**config.mk**
```make
export PLATFORM = sky130hd
export DESIGN_NAME = bit_flag_mcu_instr_exec
export DESIGN_NICKNAME = d
export VERILOG_FILES = /design/src/pkg/exec_pkg.sv /design/src/pkg/shift_if.sv /design/src/rtl/shift_unit.sv /design/src/rtl/bit_flag_mcu_instr_exec.sv
export SDC_FILE = /design/constraint.sdc
export NUM_CORES = 1
export LEC_CHECK = 0
export BUFFER_PORTS_ARGS = -buffer_cell sky130_fd_sc_hd__buf_2
export CAP_MARGIN = 25
export CELL_PAD_IN_SITES_DETAIL_PLACEMENT = 2
export CELL_PAD_IN_SITES_GLOBAL_PLACEMENT = 2
export CORE_MARGIN = 2
export CORE_UTILIZATION = 41
export DETAILED_ROUTE_END_ITERATION = 8
export PLACE_DENSITY = 0.9
export SLEW_MARGIN = 5
export SYNTH_ARGS = -nofsm -noshare
export SYNTH_HDL_FRONTEND = slang
export SYNTH_SLANG_ARGS = --single-unit
```
**constraint.sdc**
```tcl
create_clock -name pclk -period 3.54 [get_ports pclk]
set_input_delay 0.531 -clock pclk [delete_from_list [all_inputs] [get_ports pclk]]
set_output_delay 0.531 -clock pclk [all_outputs]
set_load 0.02 [all_outputs]
```
**src/pkg/exec_pkg.sv**
```systemverilog
// Purpose: Shared constants and types for the bit, flag and shift executor
// Assumes: APB with 8-bit byte addresses and 32-bit data
// Notes:   Command word fields and opcode values are used by software and bench
package exec_pkg;

    // ==========================================================
    // Register map
    localparam logic [7:0] CMD_ADDR = 8'h00;
    localparam logic [7:0] STATUS_ADDR = 8'h04;
    localparam logic [7:0] SP_ADDR = 8'h08;
    localparam logic [7:0] REGFILE_BASE = 8'h80;
    localparam int REG_IDX_LSB = 2;
    localparam int REG_IDX_MSB = 6;
    localparam int BUSY_BIT = 8;
    localparam logic [15:0] SP_RESET = 16'h0000;
    localparam logic [7:0] FLAGS_RESET = 8'h00;

    // ==========================================================
    // Command word fields
    localparam int OP_LSB = 0;
    localparam int OP_MSB = 5;
    localparam int RSEL_LSB = 8;
    localparam int RSEL_MSB = 12;
    localparam int BSEL_LSB = 16;
    localparam int BSEL_MSB = 18;
    localparam int IO_LSB = 24;
    localparam int IO_MSB = 28;

    // ==========================================================
    // Status flag positions
    localparam logic [2:0] FLAG_C = 3'h0;
    localparam logic [2:0] FLAG_Z = 3'h1;
    localparam logic [2:0] FLAG_N = 3'h2;
    localparam logic [2:0] FLAG_V = 3'h3;
    localparam logic [2:0] FLAG_S = 3'h4;
    localparam logic [2:0] FLAG_H = 3'h5;
    localparam logic [2:0] FLAG_T = 3'h6;
    localparam logic [2:0] FLAG_I = 3'h7;

    // ==========================================================
    // Opcodes; named flag ops are 0x20 + index (set) or 0x28 + index (clear)
    localparam logic [5:0] IDLE_OP = 6'h00;
    localparam logic [5:0] POP_OP = 6'h01;
    localparam logic [5:0] IO_BIT_SET_OP = 6'h02;
    localparam logic [5:0] IO_BIT_CLEAR_OP = 6'h03;
    localparam logic [5:0] LOGIC_SHIFT_LEFT_OP = 6'h04;
    localparam logic [5:0] LOGIC_SHIFT_RIGHT_OP = 6'h05;
    localparam logic [5:0] ROTATE_LEFT_CARRY_OP = 6'h06;
    localparam logic [5:0] ROTATE_RIGHT_CARRY_OP = 6'h07;
    localparam logic [5:0] ARITH_SHIFT_RIGHT_OP = 6'h08;
    localparam logic [5:0] NIBBLE_SWAP_OP = 6'h09;
    localparam logic [5:0] FLAG_SET_INDEXED_OP = 6'h0a;
    localparam logic [5:0] FLAG_CLEAR_INDEXED_OP = 6'h0b;
    localparam logic [5:0] BIT_TO_TRANSFER_OP = 6'h0c;
    localparam logic [5:0] TRANSFER_TO_BIT_OP = 6'h0d;
    localparam logic [5:0] SLEEP_OP = 6'h0e;
    localparam logic [5:0] WATCHDOG_RESTART_OP = 6'h0f;
    localparam logic [5:0] BREAK_OP = 6'h10;
    localparam int NAMED_BIT = 5;
    localparam int NAMED_CLEAR_BIT = 3;
    localparam logic [5:0] CARRY_SET_OP = 6'h20;
    localparam logic [5:0] CARRY_CLEAR_OP = 6'h28;
    localparam logic [5:0] ZERO_SET_OP = 6'h21;
    localparam logic [5:0] ZERO_CLEAR_OP = 6'h29;
    localparam logic [5:0] NEGATIVE_SET_OP = 6'h22;
    localparam logic [5:0] NEGATIVE_CLEAR_OP = 6'h2a;
    localparam logic [5:0] OVERFLOW_SET_OP = 6'h23;
    localparam logic [5:0] OVERFLOW_CLEAR_OP = 6'h2b;
    localparam logic [5:0] SIGNED_SET_OP = 6'h24;
    localparam logic [5:0] SIGNED_CLEAR_OP = 6'h2c;
    localparam logic [5:0] HALF_CARRY_SET_OP = 6'h25;
    localparam logic [5:0] HALF_CARRY_CLEAR_OP = 6'h2d;
    localparam logic [5:0] TRANSFER_SET_OP = 6'h26;
    localparam logic [5:0] TRANSFER_CLEAR_OP = 6'h2e;
    localparam logic [5:0] IRQ_ENABLE_OP = 6'h27;
    localparam logic [5:0] IRQ_DISABLE_OP = 6'h2f;

    // ==========================================================
    // Types
    typedef enum logic [1:0] {
        ST_IDLE = 2'b00,
        ST_FIRST = 2'b01,
        ST_SECOND = 2'b11
    } exec_state_e;

    typedef enum logic [2:0] {
        SH_LEFT_ZERO = 3'h0,
        SH_RIGHT_ZERO = 3'h1,
        SH_LEFT_CARRY = 3'h2,
        SH_RIGHT_CARRY = 3'h3,
        SH_RIGHT_SIGN = 3'h4,
        SH_SWAP = 3'h5
    } shift_sel_e;

endpackage : exec_pkg

```
**src/pkg/shift_if.sv**
```systemverilog
// Purpose: Carries operand and result between executor and shifter
// Assumes: Purely combinational unit on the far side
// Notes:   None
`timescale 1ns/1ns
interface shift_if;
    import exec_pkg::*;
    shift_sel_e sel;
    logic [7:0] operand;
    logic carry_in;
    logic [7:0] result;
    logic carry_out;
    modport user (output sel, output operand, output carry_in, input result, input carry_out);
    modport unit (input sel, input operand, input carry_in, output result, output carry_out);
endinterface : shift_if

```
**src/rtl/shift_unit.sv**
```systemverilog
// Purpose: Shift, rotate and nibble swap of one working register
// Assumes: Caller latches the result
// Notes:   Carry out is meaningless for the nibble swap
`timescale 1ns/1ns
module shift_unit
    import exec_pkg::*;
(
    shift_if.unit sh
);

    // ==========================================================
    // Datapath
    always_comb
    begin
        sh.result = sh.operand;
        sh.carry_out = sh.carry_in;
        unique case (sh.sel)
            SH_LEFT_ZERO:
            begin
                sh.result = {sh.operand[6:0], 1'b0};
                sh.carry_out = sh.operand[7];
            end
            SH_RIGHT_ZERO:
            begin
                sh.result = {1'b0, sh.operand[7:1]};
                sh.carry_out = sh.operand[0];
            end
            SH_LEFT_CARRY:
            begin
                sh.result = {sh.operand[6:0], sh.carry_in};
                sh.carry_out = sh.operand[7];
            end
            SH_RIGHT_CARRY:
            begin
                sh.result = {sh.carry_in, sh.operand[7:1]};
                sh.carry_out = sh.operand[0];
            end
            SH_RIGHT_SIGN:
            begin
                sh.result = {sh.operand[7], sh.operand[7:1]};
                sh.carry_out = sh.operand[0];
            end
            SH_SWAP:
            begin
                sh.result = {sh.operand[3:0], sh.operand[7:4]};
            end
            default:
            begin
                sh.result = sh.operand;
            end
        endcase
    end

endmodule : shift_unit

```
**src/rtl/bit_flag_mcu_instr_exec.sv**
```systemverilog
// Purpose: Executes stack pop, I/O bit, shift, flag and control instructions
// Assumes: Stack and I/O space answer mem_rdata in the same cycle as mem_rd
// Notes:   Software issues one instruction per write to the command register
`timescale 1ns/1ns
module bit_flag_mcu_instr_exec
    import exec_pkg::*;
(
    input wire logic pclk,
    input wire logic presetn,
    input wire logic psel,
    input wire logic penable,
    input wire logic pwrite,
    input wire logic [7:0] paddr,
    input wire logic [31:0] pwdata,
    output logic [31:0] prdata,
    output logic pready,
    output logic pslverr,
    output logic mem_rd,
    output logic mem_wr,
    output logic mem_io,
    output logic [15:0] mem_addr,
    output logic [7:0] mem_wdata,
    input wire logic [7:0] mem_rdata,
    output logic sleep_req,
    output logic wdt_restart,
    output logic brk_req
);

    // ==========================================================
    // State
    exec_state_e state;
    logic [7:0] regs [32];
    logic [7:0] status_flags_reg;
    logic [15:0] sp;
    logic [5:0] op_q;
    logic [4:0] rsel_q;
    logic [2:0] bsel_q;
    logic [4:0] io_q;

    shift_if sh ();

    shift_unit u_shift (
        .sh(sh)
    );

    // ==========================================================
    // Bus decode
    wire busy = (state != ST_IDLE);
    wire aligned = (paddr[1:0] == 2'b00);
    wire hit_cmd = aligned && (paddr == CMD_ADDR);
    wire hit_status = aligned && (paddr == STATUS_ADDR);
    wire hit_sp = aligned && (paddr == SP_ADDR);
    wire hit_rf = aligned && (paddr >= REGFILE_BASE);
    wire mapped = hit_cmd || hit_status || hit_sp || hit_rf;
    // Writes while an instruction runs are refused so no field changes mid-flight
    wire setup_err = !mapped || (pwrite && busy);
    wire setup = psel && !penable;
    wire access_ok = psel && penable && pready && !pslverr;
    wire wr_ok = access_ok && pwrite;
    wire [4:0] rf_idx = paddr[REG_IDX_MSB:REG_IDX_LSB];

    logic [31:0] read_mux;
    always_comb
    begin
        read_mux = 32'h0000_0000;
        if (hit_status)
            read_mux = {23'h000000, busy, status_flags_reg};
        else if (hit_sp)
            read_mux = {16'h0000, sp};
        else if (hit_rf)
            read_mux = {24'h000000, regs[rf_idx]};
    end

    // ==========================================================
    // Command fields
    wire launch = wr_ok && hit_cmd;
    wire [5:0] cmd_op = pwdata[OP_MSB:OP_LSB];
    wire cmd_pop = (cmd_op == POP_OP);
    wire cmd_io = (cmd_op == IO_BIT_SET_OP) || (cmd_op == IO_BIT_CLEAR_OP);
    wire [15:0] pop_addr = sp + 16'h0001;
    wire [4:0] cmd_io_addr = pwdata[IO_MSB:IO_LSB];

    // ==========================================================
    // Execute decode
    wire [7:0] operand = regs[rsel_q];
    wire [7:0] bit_mask = 8'h01 << bsel_q;
    wire is_shift = (op_q >= LOGIC_SHIFT_LEFT_OP) && (op_q <= ARITH_SHIFT_RIGHT_OP);
    wire is_swap = (op_q == NIBBLE_SWAP_OP);
    wire is_t_load = (op_q == TRANSFER_TO_BIT_OP);
    wire is_t_store = (op_q == BIT_TO_TRANSFER_OP);
    wire is_named = op_q[NAMED_BIT];
    wire is_idx_flag = (op_q == FLAG_SET_INDEXED_OP) || (op_q == FLAG_CLEAR_INDEXED_OP);
    wire is_pop = (op_q == POP_OP);
    wire is_io_set = (op_q == IO_BIT_SET_OP);
    wire two_cycle = is_pop || is_io_set || (op_q == IO_BIT_CLEAR_OP);
    wire [2:0] flag_idx = is_named ? op_q[2:0] : bsel_q;
    wire flag_val = is_named ? !op_q[NAMED_CLEAR_BIT] : (op_q == FLAG_SET_INDEXED_OP);
    wire [7:0] flag_mask = 8'h01 << flag_idx;

    assign sh.operand = operand;
    assign sh.carry_in = status_flags_reg[FLAG_C];
    assign sh.sel = (op_q == LOGIC_SHIFT_LEFT_OP) ? SH_LEFT_ZERO :
                    (op_q == LOGIC_SHIFT_RIGHT_OP) ? SH_RIGHT_ZERO :
                    (op_q == ROTATE_LEFT_CARRY_OP) ? SH_LEFT_CARRY :
                    (op_q == ROTATE_RIGHT_CARRY_OP) ? SH_RIGHT_CARRY :
                    (op_q == ARITH_SHIFT_RIGHT_OP) ? SH_RIGHT_SIGN : SH_SWAP;

    wire res_n = sh.result[7];
    wire res_c = sh.carry_out;
    wire [7:0] t_load_val = (operand & ~bit_mask) | ({8{status_flags_reg[FLAG_T]}} & bit_mask);
    wire [7:0] io_mod = is_io_set ? (mem_rdata | bit_mask) : (mem_rdata & ~bit_mask);

    // Only the flags an instruction names may move; everything else keeps its value
    logic [7:0] next_flags;
    always_comb
    begin
        next_flags = status_flags_reg;
        if (is_shift)
        begin
            next_flags[FLAG_C] = res_c;
            next_flags[FLAG_Z] = (sh.result == 8'h00);
            next_flags[FLAG_N] = res_n;
            next_flags[FLAG_V] = res_n ^ res_c;
        end
        else if (is_t_store)
            next_flags[FLAG_T] = operand[bsel_q];
        else if (is_named || is_idx_flag)
            next_flags = flag_val ? (status_flags_reg | flag_mask)
                                  : (status_flags_reg & ~flag_mask);
    end

    wire rf_we = is_shift || is_swap || is_t_load;
    wire [7:0] rf_wval = is_t_load ? t_load_val : sh.result;

    // ==========================================================
    // Bus answer: one wait-free access phase after each setup
    always_ff @(posedge pclk or negedge presetn)
    begin
        if (!presetn)
        begin
            pready <= 1'b0;
            pslverr <= 1'b0;
            prdata <= 32'h0000_0000;
        end
        else
        begin
            pready <= setup;
            pslverr <= setup && setup_err;
            prdata <= (setup && !setup_err && !pwrite) ? read_mux : 32'h0000_0000;
        end
    end

    // ==========================================================
    // Sequencer
    always_ff @(posedge pclk or negedge presetn)
    begin
        if (!presetn)
        begin
            state <= ST_IDLE;
            op_q <= IDLE_OP;
            rsel_q <= 5'h00;
            bsel_q <= 3'h0;
            io_q <= 5'h00;
        end
        else
        begin
            unique case (state)
                ST_IDLE:
                begin
                    if (launch)
                    begin
                        state <= ST_FIRST;
                        op_q <= cmd_op;
                        rsel_q <= pwdata[RSEL_MSB:RSEL_LSB];
                        bsel_q <= pwdata[BSEL_MSB:BSEL_LSB];
                        io_q <= cmd_io_addr;
                    end
                end
                ST_FIRST:
                begin
                    state <= two_cycle ? ST_SECOND : ST_IDLE;
                end
                ST_SECOND:
                begin
                    state <= ST_IDLE;
                end
                default:
                begin
                    state <= ST_IDLE;
                end
            endcase
        end
    end

    // ==========================================================
    // Architectural state and register window
    always_ff @(posedge pclk or negedge presetn)
    begin
        if (!presetn)
        begin
            for (int i = 0; i < 32; i++)
                regs[i] <= 8'h00;
            status_flags_reg <= FLAGS_RESET;
            sp <= SP_RESET;
        end
        else if (state == ST_FIRST)
        begin
            status_flags_reg <= next_flags;
            if (is_pop)
            begin
                regs[rsel_q] <= mem_rdata;
                sp <= pop_addr;
            end
            else if (rf_we)
                regs[rsel_q] <= rf_wval;
        end
        else if (wr_ok)
        begin
            if (hit_status)
                status_flags_reg <= pwdata[7:0];
            if (hit_sp)
                sp <= pwdata[15:0];
            if (hit_rf)
                regs[rf_idx] <= pwdata[7:0];
        end
    end

    // ==========================================================
    // Stack and I/O space port
    always_ff @(posedge pclk or negedge presetn)
    begin
        if (!presetn)
        begin
            mem_rd <= 1'b0;
            mem_wr <= 1'b0;
            mem_io <= 1'b0;
            mem_addr <= 16'h0000;
            mem_wdata <= 8'h00;
        end
        else if (launch && (cmd_pop || cmd_io))
        begin
            mem_rd <= 1'b1;
            mem_io <= cmd_io;
            mem_addr <= cmd_pop ? pop_addr : {11'h000, cmd_io_addr};
        end
        else if (state == ST_FIRST && two_cycle && !is_pop)
        begin
            mem_rd <= 1'b0;
            mem_wr <= 1'b1;
            mem_wdata <= io_mod;
            mem_addr <= {11'h000, io_q};
        end
        else
        begin
            mem_rd <= 1'b0;
            mem_wr <= 1'b0;
        end
    end

    // ==========================================================
    // Control strobes; the sleep and watchdog logic acts on them
    always_ff @(posedge pclk or negedge presetn)
    begin
        if (!presetn)
        begin
            sleep_req <= 1'b0;
            wdt_restart <= 1'b0;
            brk_req <= 1'b0;
        end
        else
        begin
            sleep_req <= launch && (cmd_op == SLEEP_OP);
            wdt_restart <= launch && (cmd_op == WATCHDOG_RESTART_OP);
            brk_req <= launch && (cmd_op == BREAK_OP);
        end
    end

endmodule : bit_flag_mcu_instr_exec

```
## Yosys cells after proc, flatten, opt, wreduce, memory -nomap -nowiden

Index checks and enable logic that the tools add are counted.

- Memory bits (read-only): 0
- Register bits after elaboration: 365
- Memory bits (writable): 0
- Latch bits: 0
- Memories: 0
- Input bits: 53
- Logic and storage cells: 231
- Output and inout bits: 64

- Add/subtract/negate cells: 1
- Shift-type cells: 2
- Bitwise gates (word level): 13
- $mul: 0
- Muxes and demuxes: 57
- Order comparisons: 8
- Div/mod/pow operators: 0
- Eq/ne operators: 36
- Reduce and logical (&&, ||, !) cells: 62

Operator list:

| kind | count |
|---|---|
| $mux W256 | 5 |
| $bwmux W256 | 3 |
| $mux W16 | 7 |
| $mux W8 | 14 |
| $mux W32 | 3 |
| $bmux W8 S5 | 2 |
| $demux W8 S5 | 2 |
| $eq A6 B4 Y1 const B | 8 |
| $pmux W8 S6 | 1 |
| $and A8 B8 Y8 | 4 |
| $eq A6 B2 Y1 const B | 4 |
| $eq A6 B3 Y1 const B | 4 |
| $or A8 B8 Y8 | 3 |
| $logic_and A1 B1 Y1 | 23 |
| $add A16 B1 Y16 const B | 1 |
| $logic_not A8 Y1 | 2 |
| $not A8 Y8 | 2 |
| $shl A1 B3 Y8 const A | 2 |
| $mux W3 | 5 |
| $eq A6 B1 Y1 const B | 2 |
| $ge A6 B6 Y1 const B | 2 |
| $logic_or A1 B1 Y1 | 12 |
| $lt A6 B1 Y1 const B | 2 |
| $ne A3 B3 Y1 const B | 4 |
| other kinds (32) | 62 |

## Longest topological paths before layout

- Word-level depth: 13
- Depth in mapped cells: 14
- Mapped depth without buffers: 9

## Modules after synthesis

From an unflattened synthesis, not the netlist that was laid out.

- Cells, all modules: 2,043
- Area, all modules: 20,433.3 µm²

Modules (own cells, without submodules):

| module | cells an instance | times used | sequential area each (µm²) | area each (µm²) |
|---|---|---|---|---|
| bit_flag_mcu_instr_exec | 1,992 | 1 | 8,733.4 | 20,086.8 |
| shift_unit | 51 | 1 | 0.0 | 346.6 |

## Least setup slack after synthesis

OpenSTA, ideal clock, no wires.

- Path type: input to register
- Start: input port paddr[1]
- End: register regs[58] (netlist bit)
- Library setup time: 0.080 ns
- Path buffers: 2
- Arrival time: 2.662 ns
- Stages on the path: 8
- Required time: 3.460 ns
- Path slack: 0.799 ns
- Cells stage by stage: nor3b_1 nand3_1 nand2_1 and2_2 clkbuf_1 dlygate4sd3_1 a22oi_1 o21ai_2

- Longest elaborated chain between the ends: 4
- Elaborated cells on any way between the ends: 5
- Those cells by class: 1 x order compare; 4 x reduce/logical

Ends and longest elaborated chain:

| item | RTL line | text |
|---|---|---|
| start, declared | bit_flag_mcu_instr_exec.sv:13 | `input wire logic [7:0] paddr,` |
| $ge A8 B8 Y1 or $logic_not A2 Y1 (tied branches) | bit_flag_mcu_instr_exec.sv:53, bit_flag_mcu_instr_exec.sv:49 |  |
| $logic_and A1 B1 Y1 * | bit_flag_mcu_instr_exec.sv:53 | `wire hit_rf = aligned && (paddr >= REGFILE_BASE);` |
| $reduce_bool A2 Y1 (no source line) * | -- |  |
| $reduce_and A3 Y1 (no source line) * | -- |  |
| end signal, assigned by index | bit_flag_mcu_instr_exec.sv:211 | `regs[rsel_q] <= mem_rdata;` |
| end signal, assigned by index | bit_flag_mcu_instr_exec.sv:215 | `regs[rsel_q] <= rf_wval;` |
| end signal, assigned by index | bit_flag_mcu_instr_exec.sv:224 | `regs[rf_idx] <= pwdata[7:0];` |
| end, declared | bit_flag_mcu_instr_exec.sv:32 | `logic [7:0] regs [32];` |

Every way passes the cells marked *; elsewhere a longest branch is shown, timed or not.
A chain may end at the register's enable or synchronous reset.

## Final worst setup path

- Start: register rsel_q[2]
- End: register regs[10] (netlist bit)

- Longest elaborated chain between the ends: 11
- Elaborated cells on any way between the ends: 18
- Those cells by class: 2 x order compare; 12 x mux; 3 x bitwise; 1 x reduce/logical

Ends and longest elaborated chain:

| item | RTL line | text |
|---|---|---|
| start, declared | bit_flag_mcu_instr_exec.sv:36 | `logic [4:0] rsel_q;` |
| start signal, assigned | bit_flag_mcu_instr_exec.sv:174 | `rsel_q <= pwdata[RSEL_MSB:RSEL_LSB];` |
| $not A5 Y6 (not written as such) * | bit_flag_mcu_instr_exec.sv:85, bit_flag_mcu_instr_exec.sv:211, bit_flag_mcu_instr_exec.sv:215 |  |
| $bmux W8 S5 | bit_flag_mcu_instr_exec.sv:85 | `wire [7:0] operand = regs[rsel_q];` |
| $mux W8 (not written as such) (2 in a row) | bit_flag_mcu_instr_exec.sv:85 |  |
| $and A8 B8 Y8 | bit_flag_mcu_instr_exec.sv:110 | `wire [7:0] t_load_val = (operand & ~bit_mask) \| ({8{status_flags_reg[FLAG_T]}} & bit_mask);` |
| $or A8 B8 Y8 | bit_flag_mcu_instr_exec.sv:110 |  |
| $mux W8 | bit_flag_mcu_instr_exec.sv:133 | `wire [7:0] rf_wval = is_t_load ? t_load_val : sh.result;` |
| $bwmux W256 | bit_flag_mcu_instr_exec.sv:215 |  |
| $mux W256 | bit_flag_mcu_instr_exec.sv:214 | `else if (rf_we)` |
| $mux W256 * | bit_flag_mcu_instr_exec.sv:209 | `if (is_pop)` |
| $mux W256 * | bit_flag_mcu_instr_exec.sv:206 | `else if (state == ST_FIRST)` |

Every way passes the cells marked *; elsewhere a longest branch is shown, timed or not. The select of a mux whose other input is x is not followed.

==> metrics <==
first-pass GRT wire length 158,000 µm; DRC 0; Std-Cell Rows between 80 and 90; Slew HR 0.242; depth of the most critical reg-to-reg path 11; Avg Cell Area, Syn between 10 and 15 µm²; Detail Route Antenna Nets 0; sequential-to-total area share from yosys stat 0.420; total power between 9000 and 10,000 µW; asr flop ratio synth 1.00; TritonCTS clock tree done; CTS H-Tree Depth 2; Die X approximately 230 µm; Buf/Inv on CP 3; Critical Path AT 3990 ps; Starting Density 0.415; number of synthesized flops with an enable pin 0; library cells used by synthesis 81; sink of the worst hold path bsel_q[2]$_DFFE_PN0P_; f_max 0.285 GHz; final hold viol count 0; initial antenna violation count 4; pin count of the biggest net entering global routing roughly 100; Sink Count 349; max-capacitance violation count 0; final setup fails 0; DP Worst Slack -58.1 ps; Setup crit end kind flop; CTS Buf Count 43; worst-margin pin slew 1140 ps; FILL cells approximately 5,000; worst hold stages 2; WHS 175 ps; clk_skew around 39 ps; Finished Layout Cells 2,813; worst-path fanout max 14; slowest stage delay, CP 550 ps; Detail Placement HPWL 69,600 µm; gr ovfl total 0; CTS Buffer Depth 3; CP Cell Sequence buf_4 -> and4_1 -> buf_4 -> a22oi_1 -> nand4_1 -> nor2_2 -> a22oi_1 -> and3_1 -> o31a_4 -> buf_12 -> o21ai_0; Synth Instances 2,032; worst setup margin 26.5 ps; register area 0.00874 mm²; main area contributors after synthesis dfrtp_1, a22oi_1, mux4_2; area grow syn2layout 14.0%; max-slew violations 0; largest delay contributor family on the critical path compound AO/OA/AOI/OAI gates; Synth Flop Type dfrtp_1; #FFs+latches synth 349; commonest non-fill, non-tap cell in the layout a22oi_1; Worst-Skew Late Latency 620 ps; final WL 107,000 µm; dpl cells 2,734; I/O pin total 117; Multi-input gate area 0.0110 mm²; vias in the first global route between 20,000 and 25,000; Leak 0.00944 µW; R2R Path End regs[10]$_DFFE_PN0P_; post-DR wirelength/cell approximately 38 µm; Min-Delay Startpoint pwdata[18]; worst vdd ir 0.390 mV; Core ar. 0.0501 mm²; r2r setup slk 30 ps; final net count 2,163; Setup Fix Bufs, Post-CTS 0; crit share post-route 0.993; drt initial violations 3,157; top cell type by total area after synthesis dfrtp_1; Tmin final 3510 ps; port bufs 92; final RePlAce weighted congestion about 1; Hold WC Path Type in -> reg; PD cells 399 mW/mm²; YS warnings 0; Crit-path slowest cell dfrtp_2; Critical Path Start Type flop; RSZ-0062 raised after global routing no; Via Count about 21,000; total track usage 0.404; Initial DRT Pass Iterations 6; Synth Cell Area between 0.02 and 0.025 mm²; Crit path required time 4020 ps; status finished clean; vias per cell between 7 and 8; Worst-path clk slew 70 ps; CTS Root Cell clkbuf_16; top cell type's share of synthesized area 0.420; DIE AREA 0.0525 mm²; Reg-to-Reg Start rsel_q[2]$_DFFE_PN0P_; crit path kind reg -> reg; most frequent cells in the layout a22oi_1, dfrtp_1, o21ai_0; layout cells sized above 1 0.217; Die Ht roughly 230 µm
-- cells in the mapped netlist, drive strengths merged (3+ instances only) --
library cell  count
or2               5
a22oi           377
and4b             4
nand2b            7
o21ai           331
and2b             3
dfrtp           349
nor2            132
o31a              3
and4              3
o22ai             6
nor2b            18
o22a              8
a31oi             9
nand3            27
inv              11
nand3b            5
xnor2            14
nand2           104
a21oi            52
and2             19
nand4            28
a221oi            3
a211oi            6
and3             16
or3               6
nor4b             4
mux4             64
mux2i           134
buf              75
nor3             18
nor4bb            4
nor4              8
nor3b             5
clkbuf          105
mux2             39
-- worst reg2reg max path: cells and delay by family (launching register included) --
family	cells	cell delay, ps
AO/OA/AOI/OAI	4	1190
buffers and inverters	3	610
flip-flops	1	550
AND/OR/NAND/NOR	4	1020
-- final cells by class --
| class | count | area share |
|---|---|---|
| multi-input cells | 1501 | 0.464 |
| clock buffers | 57 | 0.0493 |
| diodes | 1 | 0.000106 |
| well taps | 672 | 0.0355 |
| inverters | 11 | 0.00174 |
| flip-flops and latches | 349 | 0.369 |
| clock inverters | 19 | 0.0132 |
| repair buffers | 203 | 0.0674 |
-- where the power goes --
| group | switching [µW] | internal (µW) | total, µW |
|---|---|---|---|
| Sequential | 23.8 | 4010 | 4030 |
| Combinational | 387 | 151 | 538 |
| Clock | 2030 | 2860 | 4890 |
| Total | 2450 | 7010 | 9460 |
-- through the flow --
step	utilization	cell area [µm²]	TNS [ps]
5_1_grt	0.473	23700	0
3_5_place_dp	0.443	22200	-58.1
2_1_floorplan	-	20800	0
4_1_cts	0.473	23700	0
6_report	0.473	23700	0
3_3_place_gp	0.443	22200	0
-- what timing repair did --
item,in CTS,in global routing
resized for setup,1,4
endpoints found under the setup margin,2,37
endpoints found under the hold margin,56,0
hold buffers,1,0
pin swaps,0,0
-- sequential cells by signal, summed over array words and instances (netlist names), named ones only --
| name | count |
|---|---|
| regs | 256 |
| mem_addr | 16 |
| prdata | 16 |
| sp | 16 |
| mem_wdata | 8 |
| op_q | 6 |
| io_q | 5 |
| rsel_q | 5 |
| bsel_q | 3 |
| state | 2 |
| brk_req | 1 |
| mem_io | 1 |
| mem_rd | 1 |
| mem_wr | 1 |
| pready | 1 |
| pslverr | 1 |
| sleep_req | 1 |
| wdt_restart | 1 |
-- routing by layer --
metal / GRT usage / up-vias / wire length [µm]
met5: 0 / - / 50
met4: 0.236 / 8 / 7350
met3: 0.106 / 435 / 10800
met2: 0.630 / 1470 / 48600
met1: 0.506 / 10864 / 40100
li1: - / 7934 / -
-- cell families after synthesis --
kind of cell    count (synthesis)  synth area share
fa+ha+maj                       1          0.000602
mux                           237             0.155
buf+inv                       197            0.0560
xor+xnor                       15           0.00632
flops                         349             0.420
simple gates                  423             0.106
compound gates                809             0.255
other cells                     1          0.000181
-- worst max path at each step --
stage / start / end / slack (ps) / depth (start not counted)
after floorplan: paddr[1] / regs[58]$_DFFE_PN0P_ / 800 / 8
after global placement: paddr[2] / regs[135]$_DFFE_PN0P_ / 130 / 7
after detailed placement: rsel_q[2]$_DFFE_PN0P_ / regs[10]$_DFFE_PN0P_ / -60 / 11
after CTS: rsel_q[2]$_DFFE_PN0P_ / regs[10]$_DFFE_PN0P_ / 100 / 11
after global routing: rsel_q[0]$_DFFE_PN0P_ / regs[240]$_DFFE_PN0P_ / 20 / 11
final: rsel_q[2]$_DFFE_PN0P_ / regs[10]$_DFFE_PN0P_ / 30 / 11
(Power assumes the default switching activity.)
